### src/hw/tmic_defs.vh
// constants for the tape motion interlock control block
`ifndef TMIC_DEFS_VH
`define TMIC_DEFS_VH

// clock rate
`define TMIC_CLK_HZ        25000000
// debounce settle time in microseconds
`define TMIC_DEBOUNCE_US   5000
// reel-end pulse length in milliseconds
`define TMIC_REEL_END_MS   500

// register offsets, byte addresses
`define TMIC_ADDR_W        4
`define TMIC_OFS_CTRL      4'h0
`define TMIC_OFS_STATUS    4'h4
`define TMIC_CTRL_RESET    2'h0

// control register fields
`define TMIC_CTRL_AUTO     0
`define TMIC_CTRL_STOP     1

// status register fields
`define TMIC_ST_FWD        0
`define TMIC_ST_REV        1
`define TMIC_ST_FF         2
`define TMIC_ST_FR         3
`define TMIC_ST_SAFE       4
`define TMIC_ST_PULSE      5
`define TMIC_ST_WE         6
`define TMIC_ST_SW_OK      7
`define TMIC_ST_AUTO       8
`define TMIC_ST_TAB_A      9
`define TMIC_ST_TAB_B      10

// debounced input positions
`define TMIC_IN_FF         0
`define TMIC_IN_FR         1
`define TMIC_IN_FWD        2
`define TMIC_IN_STOP       3
`define TMIC_IN_REV        4
`define TMIC_IN_THR        5
`define TMIC_IN_TA         6
`define TMIC_IN_TB         7
`define TMIC_IN_POST_A     8
`define TMIC_IN_POST_B     9
`define TMIC_IN_RING       10
`define TMIC_IN_REEL       11
`define TMIC_IN_TAB_A      12
`define TMIC_IN_TAB_B      13
`define TMIC_IN_N          14

`endif

### src/hw/tmic_top.v
// tape motion interlock control: manual motion latches, safety and reel-end logic
//
// Notes on behaviour
// - reverse-drive press sets a latch held until stop, safety drop, a fast latch or automatic source
// - reverse latch set blocks forward-drive presses
// - reverse latch drives reverse actuator on, else reverse actuator off
// - stop clears reverse latch and re-enables forward-drive button
// - fast-forward press sets held latch; it blocks fast-reverse presses
// - fast-forward latch keeps forward and reverse drive latches clear
// - fast-forward moves takeup reel return to rewind path, restores on clear
// - stop clears fast-forward, re-enables fast-reverse and drive latches
// - fast-reverse press sets held latch; it blocks fast-forward presses
// - fast-reverse latch keeps forward and reverse drive latches clear
// - fast-reverse moves supply reel return to rewind path, restores on clear
// - stop clears fast-reverse, re-enables fast-forward and drive latches
// - open threading or tension-arm switch drops safety-ok and applies brakes
// - safety-ok low stops capstan, clears manual latches, removes high supply
// - safety-ok returns by itself once all those switches close again
// - shorted reel-end post starts a held pulse forcing safety-ok low
// - reel-end pulse stops motion without brakes, reels on low supply
// - reel-end pulse ends by itself after half a second
// - write ring latches write-enabled until reel removed or lever opened
// - two independent tab-detect channels for start and end of data
// - forward-drive press sets held latch, blocks reverse, forward actuator on
// - automatic source disables manual buttons, actuators follow external inputs
`timescale 1ns/1ps
`include "tmic_defs.vh"

module tmic_top #(
  parameter DEB_CYC  = (`TMIC_CLK_HZ / 1000) * `TMIC_DEBOUNCE_US / 1000,
  parameter REEL_CYC = (`TMIC_CLK_HZ / 1000) * `TMIC_REEL_END_MS,
  parameter DEB_W    = 17,
  parameter REEL_W   = 24
) (
  // clock, reset, enable
  input  wire        core_clk,
  input  wire        rst_n,
  input  wire        clk_en,
  // register port
  input  wire [3:0]  reg_addr,
  input  wire [31:0] reg_wdata,
  input  wire        reg_wr,
  input  wire        reg_rd,
  output reg  [31:0] reg_rdata,
  // operator pushbuttons, high while pressed
  input  wire        fast_forward_button,
  input  wire        fast_reverse_button,
  input  wire        forward_drive_button,
  input  wire        stop_button,
  input  wire        reverse_drive_button,
  // sense switches, high while closed or shorted
  input  wire        threading_switch,
  input  wire        tension_arm_limit_a,
  input  wire        tension_arm_limit_b,
  input  wire        reel_end_post_a,
  input  wire        reel_end_post_b,
  input  wire        write_ring_switch,
  input  wire        supply_reel_present,
  input  wire        tab_sense_a,
  input  wire        tab_sense_b,
  // external command source
  input  wire        ext_forward_cmd,
  input  wire        ext_reverse_cmd,
  // actuator commands
  output reg         forward_act_on,
  output reg         forward_act_off,
  output reg         reverse_act_on,
  output reg         reverse_act_off,
  // motors, supplies and brakes
  output reg         safety_ok_relay,
  output reg         capstan_run,
  output reg         reel_supply_high,
  output reg         reel_supply_low,
  output reg         reel_brake_a,
  output reg         reel_brake_b,
  output reg         takeup_tension_contactor,
  output reg         takeup_rewind_path,
  output reg         supply_tension_contactor,
  output reg         supply_rewind_path,
  // indications
  output reg         write_enabled,
  output reg         tab_detect_a,
  output reg         tab_detect_b,
  output reg         reel_end_pulse
);

  localparam N = `TMIC_IN_N;

  // bit order follows the debounced input positions
  wire [N-1:0] raw_in;
  assign raw_in = {tab_sense_b, tab_sense_a, supply_reel_present,
                   write_ring_switch, reel_end_post_b, reel_end_post_a,
                   tension_arm_limit_b, tension_arm_limit_a,
                   threading_switch, reverse_drive_button, stop_button,
                   forward_drive_button, fast_reverse_button,
                   fast_forward_button};

  // two-stage synchroniser, then a settle counter per input
  reg  [N-1:0]     sync1_reg;
  reg  [N-1:0]     sync2_reg;
  reg  [N-1:0]     deb_reg;
  reg  [DEB_W-1:0] deb_cnt_reg [0:N-1];
  integer          i;

  always @(posedge core_clk)
  begin
    if (!rst_n)
    begin
      sync1_reg <= {N{1'b0}};
      sync2_reg <= {N{1'b0}};
      deb_reg   <= {N{1'b0}};
      for (i = 0; i < N; i = i + 1)
        deb_cnt_reg[i] <= {DEB_W{1'b0}};
    end
    else if (clk_en)
    begin
      sync1_reg <= raw_in;
      sync2_reg <= sync1_reg;
      for (i = 0; i < N; i = i + 1)
      begin
        if (sync2_reg[i] == deb_reg[i])
          deb_cnt_reg[i] <= {DEB_W{1'b0}};
        else if (deb_cnt_reg[i] >= DEB_CYC[DEB_W-1:0] - 1'b1)
        begin
          deb_reg[i]     <= sync2_reg[i];
          deb_cnt_reg[i] <= {DEB_W{1'b0}};
        end
        else
          deb_cnt_reg[i] <= deb_cnt_reg[i] + 1'b1;
      end
    end
  end

  wire ff_btn   = deb_reg[`TMIC_IN_FF];
  wire fr_btn   = deb_reg[`TMIC_IN_FR];
  wire fwd_btn  = deb_reg[`TMIC_IN_FWD];
  wire stop_btn = deb_reg[`TMIC_IN_STOP];
  wire rev_btn  = deb_reg[`TMIC_IN_REV];
  wire ring     = deb_reg[`TMIC_IN_RING];
  wire reel_in  = deb_reg[`TMIC_IN_REEL];
  wire post_any = deb_reg[`TMIC_IN_POST_A] | deb_reg[`TMIC_IN_POST_B];
  wire sw_ok    = deb_reg[`TMIC_IN_THR] & deb_reg[`TMIC_IN_TA]
                & deb_reg[`TMIC_IN_TB];

  // control register
  reg  [1:0] ctrl_reg;
  reg        soft_stop_reg;
  wire       auto_source_select = ctrl_reg[`TMIC_CTRL_AUTO];

  // motion latches and safety state
  reg               fwd_reg;
  reg               rev_reg;
  reg               ff_reg;
  reg               fr_reg;
  reg               pulse_reg;
  reg               armed_reg;
  reg  [REEL_W-1:0] reel_cnt_reg;
  reg               we_reg;

  // reel-end pulse: starts on a shorted post, re-arms only once posts clear
  wire pulse_start = post_any & armed_reg & ~pulse_reg;
  wire pulse_done  = pulse_reg
                   & (reel_cnt_reg >= REEL_CYC[REEL_W-1:0] - 1'b1);
  // high from the edge the pulse starts up to the edge it ends
  wire pulse_on    = pulse_start | (pulse_reg & ~pulse_done);

  // safety drops in the same edge as its cause, so no manual drive outlives it; external commands are not gated by it
  wire safe_next = sw_ok & ~pulse_on;

  // write latch: set by the ring, lost with the reel or an open lever
  wire we_next = (we_reg | ring) & reel_in & deb_reg[`TMIC_IN_THR];

  // manual supply: gone when automatic, stopped or safety dropped;
  // stop beats a start press that arrives in the same cycle
  wire manual_pwr = ~auto_source_select & safe_next
                  & ~stop_btn & ~soft_stop_reg;

  wire ff_next  = manual_pwr
                & (ff_reg | (ff_btn & ~fr_btn & ~fr_reg));
  wire fr_next  = manual_pwr
                & (fr_reg | (fr_btn & ~ff_btn & ~ff_reg));
  // a fast latch opens the drive latches' return in the edge it sets
  wire fast_any = ff_next | fr_next;

  wire fwd_next = manual_pwr & ~fast_any
                & (fwd_reg | (fwd_btn & ~rev_btn
                              & ~rev_reg));
  wire rev_next = manual_pwr & ~fast_any
                & (rev_reg | (rev_btn & ~fwd_btn
                              & ~fwd_reg));

  always @(posedge core_clk)
  begin
    if (!rst_n)
    begin
      pulse_reg    <= 1'b0;
      armed_reg    <= 1'b0;
      reel_cnt_reg <= {REEL_W{1'b0}};
    end
    else if (clk_en)
    begin
      if (pulse_start)
      begin
        pulse_reg    <= 1'b1;
        armed_reg    <= 1'b0;
        reel_cnt_reg <= {REEL_W{1'b0}};
      end
      else if (pulse_done)
      begin
        pulse_reg    <= 1'b0;
        reel_cnt_reg <= {REEL_W{1'b0}};
      end
      else if (pulse_reg)
        reel_cnt_reg <= reel_cnt_reg + 1'b1;
      if (!post_any && !pulse_start)
        armed_reg <= 1'b1;
    end
  end

  always @(posedge core_clk)
  begin
    if (!rst_n)
    begin
      fwd_reg         <= 1'b0;
      rev_reg         <= 1'b0;
      ff_reg          <= 1'b0;
      fr_reg          <= 1'b0;
      we_reg          <= 1'b0;
      safety_ok_relay <= 1'b0;
    end
    else if (clk_en)
    begin
      fwd_reg         <= fwd_next;
      rev_reg         <= rev_next;
      ff_reg          <= ff_next;
      fr_reg          <= fr_next;
      safety_ok_relay <= safe_next;
      we_reg          <= we_next;
    end
  end

  // actuator source: manual latches or external commands, never both on;
  // the external pair is not debounced, so both high means both off
  function act_sel;
    input auto_on;
    input ext_own;
    input ext_other;
    input manual_on;
    begin
      act_sel = auto_on ? (ext_own & ~ext_other) : manual_on;
    end
  endfunction

  wire fwd_cmd = act_sel(auto_source_select, ext_forward_cmd, ext_reverse_cmd, fwd_next);
  wire rev_cmd = act_sel(auto_source_select, ext_reverse_cmd, ext_forward_cmd, rev_next);

  // registered drive outputs follow the next state of the latches
  always @(posedge core_clk)
  begin
    if (!rst_n)
    begin
      forward_act_on           <= 1'b0;
      forward_act_off          <= 1'b1;
      reverse_act_on           <= 1'b0;
      reverse_act_off          <= 1'b1;
      capstan_run              <= 1'b0;
      reel_supply_high         <= 1'b0;
      reel_supply_low          <= 1'b1;
      reel_brake_a             <= 1'b1;
      reel_brake_b             <= 1'b1;
      takeup_tension_contactor <= 1'b1;
      takeup_rewind_path       <= 1'b0;
      supply_tension_contactor <= 1'b1;
      supply_rewind_path       <= 1'b0;
      write_enabled            <= 1'b0;
      tab_detect_a             <= 1'b0;
      tab_detect_b             <= 1'b0;
      reel_end_pulse           <= 1'b0;
    end
    else if (clk_en)
    begin
      forward_act_on           <= fwd_cmd;
      forward_act_off          <= ~fwd_cmd;
      reverse_act_on           <= rev_cmd;
      reverse_act_off          <= ~rev_cmd;
      capstan_run              <= safe_next;
      reel_supply_high         <= safe_next;
      reel_supply_low          <= ~safe_next;
      reel_brake_a             <= ~sw_ok;
      reel_brake_b             <= ~sw_ok;
      takeup_tension_contactor <= ~ff_next;
      takeup_rewind_path       <= ff_next;
      supply_tension_contactor <= ~fr_next;
      supply_rewind_path       <= fr_next;
      write_enabled            <= we_next;
      tab_detect_a             <= deb_reg[`TMIC_IN_TAB_A];
      tab_detect_b             <= deb_reg[`TMIC_IN_TAB_B];
      reel_end_pulse           <= pulse_on;
    end
  end

  // status word
  wire [31:0] status_word;
  assign status_word = {21'h000000,
                        tab_detect_b, tab_detect_a, auto_source_select,
                        sw_ok, we_reg, pulse_reg, safety_ok_relay,
                        fr_reg, ff_reg, rev_reg, fwd_reg};

  // register port: writes take effect at once, read data one cycle later
  always @(posedge core_clk)
  begin
    if (!rst_n)
    begin
      ctrl_reg      <= `TMIC_CTRL_RESET;
      soft_stop_reg <= 1'b0;
      reg_rdata     <= 32'h00000000;
    end
    else if (clk_en)
    begin
      // bit 1 of a control write is a one-cycle stop, never stored
      soft_stop_reg <= 1'b0;
      if (reg_wr && reg_addr == `TMIC_OFS_CTRL)
      begin
        ctrl_reg[`TMIC_CTRL_AUTO] <= reg_wdata[`TMIC_CTRL_AUTO];
        soft_stop_reg             <= reg_wdata[`TMIC_CTRL_STOP];
      end
      if (reg_rd)
      begin
        case (reg_addr)
          `TMIC_OFS_CTRL:   reg_rdata <= {31'h00000000, ctrl_reg[0]};
          `TMIC_OFS_STATUS: reg_rdata <= status_word;
          default:          reg_rdata <= 32'h00000000;
        endcase
      end
      else
        reg_rdata <= 32'h00000000;
    end
  end

endmodule // tmic_top

### config.mk
export PLATFORM = sky130hd
export DESIGN_NAME = tmic_top
export DESIGN_NICKNAME = d
export VERILOG_FILES = /design/src/hw/tmic_top.v
export VERILOG_INCLUDE_DIRS = /design/src /design/src/hw
export SDC_FILE = /design/constraint.sdc
export NUM_CORES = 1
export LEC_CHECK = 0
export ABC_CLOCK_PERIOD_IN_PS = 13300
export BUFFER_PORTS_ARGS = -buffer_cell sky130_fd_sc_hd__buf_2
export CORE_UTILIZATION = 49
export CTS_BUF_LIST = sky130_fd_sc_hd__clkbuf_4
export CTS_CLUSTER_SIZE = 25
export DETAILED_ROUTE_END_ITERATION = 8
export PLACE_DENSITY = 0.67
export SETUP_SLACK_MARGIN = 0.02
export SLEW_MARGIN = 15
export SYNTH_ARGS = -nofsm -noshare
export SYNTH_HDL_FRONTEND = slang
export SYNTH_SLANG_ARGS = --single-unit
### constraint.sdc
create_clock -name core_clk -period 13.3 [get_ports core_clk]
set_input_delay 1.995 -clock core_clk [delete_from_list [all_inputs] [get_ports core_clk]]
set_output_delay 1.995 -clock core_clk [all_outputs]
set_load 0.1 [all_outputs]
==> flow_summary_export.csv, run 1 <==
group,metric,value,unit
sta,rsz0062_at_grt,"no",
flow_run,drv_cap,0,
sta,hold_viol,0,
synth,yosys.area.top_type,"edfxtp_1",
synth,synth_ff_type,"edfxtp_1",
worst_setup_path,rrSetupSlack,10.80,ns
floorplanning,dieArea,35500,um2
power_and_ir_drop,total_power,0.00223,W
cts,clk_path_buf_depth,3,
synth,synthCells,1668,
worst_setup_path,cp-start-kind,"input pin",
worst_setup_path,worstPathArrival,5.55,ns
cts,cts-root-buf,"clkbuf_4",
worst_setup_path,r2r_start,"deb_cnt_reg[0][34]",
sta,skew,0.0487,ns
drt,via_count,12400,
placed_design,gp_congestion,0.815,
worst_hold_path,hold_class,"reg -> reg",
drt,highest_layer,"met5",
drt,antenna_left,0,
power_and_ir_drop,power.density,119,nW/um2
cts,htree_num_levels,3,
sta,fin_ws,8.32,ns
sta,setup_viol,0,
drt,drc_errors,0,
worst_hold_path,hold_end,"reg_rdata[10]",
sta,min_period,4.98,ns
drt,post_drt_wl_per_cell,14.6,um
grt,antenna_found_initial,3,
synth,ys_seq_area_share,53.4,%
cts,cts.sinks,336,
power_and_ir_drop,irDropWorstVdd,66.6,uV
power_and_ir_drop,power_leakage,6.96,nW
synth,yosysWarnings,0,
sta,fmax,201,MHz
finish,nFillCells,3026,
cts,clock_latency,0.72,ns
synth,synth_top_area_share,41.9,%
synth,synth_common_cells,"nor2_1 (366), edfxtp_1 (238), xor2_1 (125)",
sta,worst_pin_slew,1.22,ns
drt,first_pass_iters,5,
sta,slew_violations,0,
synth,synth_edf_count,238,
worst_setup_path,required,13.86,ns
finish,synthToLayoutAreaGrowth,10.5,%
floorplanning,initial_core_util,50.3,%
drt,via_per_inst,5.38,
worst_setup_path,rr_worst_depth,7,
drt,route.met2.wl,15300,um
floorplanning,dieWidth,189,um
grt,grt_max_degree,94,
worst_setup_path,endpoint_kind,"register",
floorplanning,die_h,189,um
grt,grt_overflow_total,0,
sta,setup_tns,0,ns
drt,drt_first_iter_violations,689,
synth,synth_area_leaders,"edfxtp_1 (42%), dfxtp_1 (12%), nor2_1 (8.1%), xor2_1 (6.4%), xnor2_1 (4.5%)",
placed_design,dp_worst_setup_slack,7.64,ns
sta,slew_headroom,18.7,%
grt,grt_pass1_wl,56500,um
finish,nNetsFinal,1847,
sta,period_share,37.5,%
worst_setup_path,crit_type,"in -> reg",
drt,m1WireLength,15900,um
synth,syn_area,17000,um2
placed_design,dpl.hpwl,22000,um
worst_setup_path,r2r-end,"deb_cnt_reg[0][37]",
floorplanning,coreArea,33900,um2
cts,holdBufCountCts,0,
cts,cts_buffers,88,
floorplanning,num_rows,67,
cts,post-cts-setup-buffer-count,0,
placed_design,dpl-instance-area,17700,um2
synth,yosys.cell_types.count,69,
cts,clk_pin_slew,0.06,ns
drt,route.met3.wl,1540,um
finish,design_area,18800,um2
grt,grt_pass1_vias,12000,
finish,drive_gt1_share,13.6,%
synth,synth-seq-cells,336,
synth,avgSynthCellArea,10.2,um2
floorplanning,ios,107,
worst_hold_path,min_from,"reg_rdata[10]",
cts,cts_tree,"built",
placed_design,port_buffers,55,
cts,ctsResizeCount,0,
drt,finalWirelength,33500,um
synth,yosysMostFrequentCell,"nor2_1",
run_status,status,"complete, no violations",
worst_hold_path,hold_depth,1,
grt,grt_usage,19.2,%
finish,largest_reg_flops,238,
worst_setup_path,crit_fanout,41,
synth,async_flop_share,0,%
==> layout make-up <==
class	instances	area (um2)	share of cell area [%]
multi-input cells	1250	7500	39.8
diodes	2	5.00	0.0266
clock inverters	20	78.8	0.419
inverters	35	139	0.737
flip-flops and latches	336	9110	48.4
well taps	448	561	2.98
repair buffers	64	349	1.85
clock buffers	145	1090	5.78
==> cells by family after synthesis <==
group                      Yosys count  synth area share, %
DFF                                336                 53.4
buffers and inverters              102                 3.03
and+or+nand+nor                    794                 21.9
adders and majority gates           15                 1.10
other                                1               0.0220
xor gates and xnor gates           212                 10.9
muxes                               46                 2.70
AOI/OAI and AO/OA                  162                 6.86
==> critical path: stages <==
cell	delay (ns)
buf_4	0.35
buf_4	0.57
inv_1	0.45
nor2_2	1.05
o2111ai_1	0.61
buf_4	0.37
nor2_1	0.11
==> through the flow <==
step	utilization [%]	hold WS, ns	instances
after floorplan	-	0.450	1688
after global placement	52.1	0.433	2132
after detailed placement	52.1	0.458	2133
after CTS	55.6	0.480	2298
after global routing	55.6	0.505	2299
final	55.6	0.481	2300
==> cell usage in the layout, fill, tap and decap left out, drive strengths merged, types with 46 or more instances in the layout <==
cell type and instances:
clkbuf 145, nand4 46, and3 55, mux2i 46, buf 64, nand2 97
nand3 106, dfxtp 98, xnor2 87, nor2 366, xor2 125, edfxtp 238
==> per-layer routing <==
metal	GRT usage, %	vias up
li1	-	6216
met1	25.5	5855
met2	30.4	231
met3	3.99	59
met4	8.16	2
met5	0	-
==> worst max-delay path by stage <==
stage	start	endpoint	slack, ns	depth (start not counted)
4_1_cts	clk_en	deb_cnt_reg[0][3]	8.41	8
6_report	clk_en	deb_cnt_reg[0][55]	8.32	7
2_1_floorplan	clk_en	deb_cnt_reg[0][0]	5.48	4
5_1_grt	clk_en	deb_cnt_reg[1][32]	8.18	8
3_3_place_gp	clk_en	deb_cnt_reg[0][54]	7.69	7
3_5_place_dp	clk_en	deb_cnt_reg[0][56]	7.64	7
==> power by group <==
group	internal (W)	switching, W	total, W
clock network	0.000492	0.000416	0.000909
logic	0.0000380	0.0000874	0.000125
registers	0.00116	0.0000410	0.00120
Note: power is estimated with default switching activity, not from simulation.
==> inputs of run 2 (changes only) <==
Settings changed: ABC_CLOCK_PERIOD_IN_PS 13300 to 5050.
Clock period 13.3 ns to 5.05 ns, I/O delays scaled along.
==> run 2 against run 1 <==
Against the previous run:
- total power grew to 2.7 times the previous value
- first-iteration DRC count fell by 11%
- worst setup slack worse by 6.0 ns
- sequential cell count unchanged
- clock power rose to 2.9 times the previous value
- die area unchanged
- register-to-register slack got worse by 8.2 ns
- worst hold slack worse by 0.20 ns
- largest cell class unchanged
- highest routed layer unchanged
==> flow_summary_export.csv, run 2 (synthesis gave the netlist of run 1 again) <==
group,metric,value,unit
cts,cts_buffers,88,
finish,nNetsFinal,1847,
drt,drc_errors,0,
floorplanning,die_h,189,um
worst_setup_path,crit_type,"in -> reg",
floorplanning,num_rows,67,
worst_hold_path,hold_end,"sync1_reg[9]",
drt,via_per_inst,5.40,
worst_setup_path,r2r-end,"deb_cnt_reg[0][97]",
sta,fmax,362,MHz
grt,grt_pass1_vias,12000,
worst_setup_path,crit_fanout,204,
cts,htree_num_levels,3,
cts,clk_path_buf_depth,3,
drt,via_count,12400,
finish,layout_common_cells,"nor2_1 (364), edfxtp_1 (238), clkbuf_4 (146), xor2_1 (125), nand3_1 (106)",
drt,post_drt_wl_per_cell,14.8,um
worst_setup_path,critPathMaxStageDelay,0.65,ns
finish,nFillCells,2988,
finish,drive_gt1_share,13.8,%
run_status,status,"complete, no violations",
worst_setup_path,startpoint,"rst_n",
drt,finalWirelength,34100,um
sta,fin_ws,2.29,ns
drt,first_pass_iters,4,
floorplanning,initial_core_util,50.3,%
placed_design,port_buffers,55,
sta,hold_viol,0,
cts,clock_latency,0.73,ns
worst_setup_path,path_cells,"buf_2 -> inv_2 -> buf_4 -> nor2_4 -> clkinvlp_4 -> buf_12",
floorplanning,ios,107,
worst_setup_path,endpoint_kind,"register",
placed_design,dpl.hpwl,21900,um
grt,grt_overflow_total,0,
cts,ctsResizeCount,0,
power_and_ir_drop,irDropWorstVdd,166,uV
sta,period_share,54.7,%
placed_design,dp.cells,2133,
sta,timing.hold.ws,0.278,ns
sta,slew_violations,0,
finish,synthToLayoutAreaGrowth,11.0,%
power_and_ir_drop,power.density,322,nW/um2
cts,cts-root-buf,"clkbuf_4",
sta,slew_headroom,20.0,%
sta,rsz0062_at_grt,"no",
cts,clk_pin_slew,0.06,ns
finish,largest_reg_flops,238,
floorplanning,coreArea,33900,um2
finish,seq_area,9110,um2
worst_setup_path,required,5.38,ns
finish,fin_util,55.9,%
sta,min_period,2.76,ns
floorplanning,dieWidth,189,um
worst_hold_path,min_from,"reel_end_post_b",
sta,worst_pin_slew,1.20,ns
worst_setup_path,rr_worst_depth,7,
cts,cts.sinks,336,
placed_design,gp_congestion,0.817,
cts,holdBufCountCts,0,
drt,drt_first_iter_violations,615,
finish,mostFrequentLayoutCell,"nor2_1",
grt,grt_max_degree,205,
cts,post-cts-setup-buffer-count,0,
worst_hold_path,hold_depth,3,
finish,design_area,18900,um2
worst_setup_path,rrSetupSlack,2.57,ns
placed_design,dp_worst_setup_slack,1.60,ns
power_and_ir_drop,power_leakage,7.00,nW
floorplanning,dieArea,35500,um2
finish,multi_input_area,7510,um2
cts,cts_tree,"built",
grt,grt_usage,19.5,%
finish,fin_cells,2300,
worst_setup_path,worstPathArrival,3.09,ns
sta,setup_viol,0,
worst_hold_path,hold_class,"in -> reg",
worst_setup_path,cp-start-kind,"input pin",
worst_setup_path,critPathSlowestCell,"buf_12",
worst_setup_path,r2r_start,"deb_cnt_reg[0][85]",
flow_run,drv_cap,0,
sta,skew,0.0328,ns
grt,grt_pass1_wl,57100,um
drt,antenna_left,0,
placed_design,dpl-instance-area,17700,um2
grt,antenna_found_initial,2,
-- run 2: report_power, final --
part | total, W | switching (W) | leakage [nW] | internal (W)
Combinational | 0.000336 | 0.000234 | 2.80 | 0.000101
Clock | 0.00260 | 0.00114 | 0.756 | 0.00146
Sequential | 0.00316 | 0.000108 | 3.45 | 0.00305
-- run 2: worst max-delay path, delay by kind of cell --
family	cells	cell delay, ns
buffers and inverters	5	1.79
and+or+nand+nor	1	0.23
-- run 2: layout make-up --
class                      count  share of cell area [%]
antenna                        1                  0.0132
clock buffer                 146                    5.79
clock inverter                20                   0.826
inverter                      35                   0.714
multi-input combinational   1250                    39.7
sequential                   336                    48.1
tap                          448                    2.96
timing repair buffer          64                    1.89
-- run 2: metrics by stage --
stage | TNS (ns) | power, W
2_1_floorplan | -21.00 | 0.00348
3_3_place_gp | 0 | 0.00354
3_5_place_dp | 0 | 0.00355
4_1_cts | 0 | 0.00618
5_1_grt | 0 | 0.00635
6_report | 0 | 0.00609
-- run 2: worst max-delay path by stage --
| stage | slack (ns) | endpoint | depth (start not counted) |
|---|---|---|---|
| 2_1_floorplan | -0.09 | deb_cnt_reg[0][0] | 4 |
| 3_3_place_gp | 1.64 | deb_cnt_reg[1][47] | 6 |
| 3_5_place_dp | 1.60 | deb_cnt_reg[1][51] | 6 |
| 4_1_cts | 2.38 | deb_cnt_reg[1][35] | 6 |
| 5_1_grt | 2.21 | deb_cnt_reg[1][35] | 6 |
| 6_report | 2.29 | deb_cnt_reg[0][106] | 6 |
-- run 2: routing by layer --
metal | track usage, % | vias up | wire length, um
met3 | 4.08 | 79 | 1720
met5 | 0 | - | 8
met1 | 25.5 | 5873 | 15800
met4 | 9.37 | 2 | 1120
li1 | - | 6204 | -
met2 | 30.6 | 259 | 15400
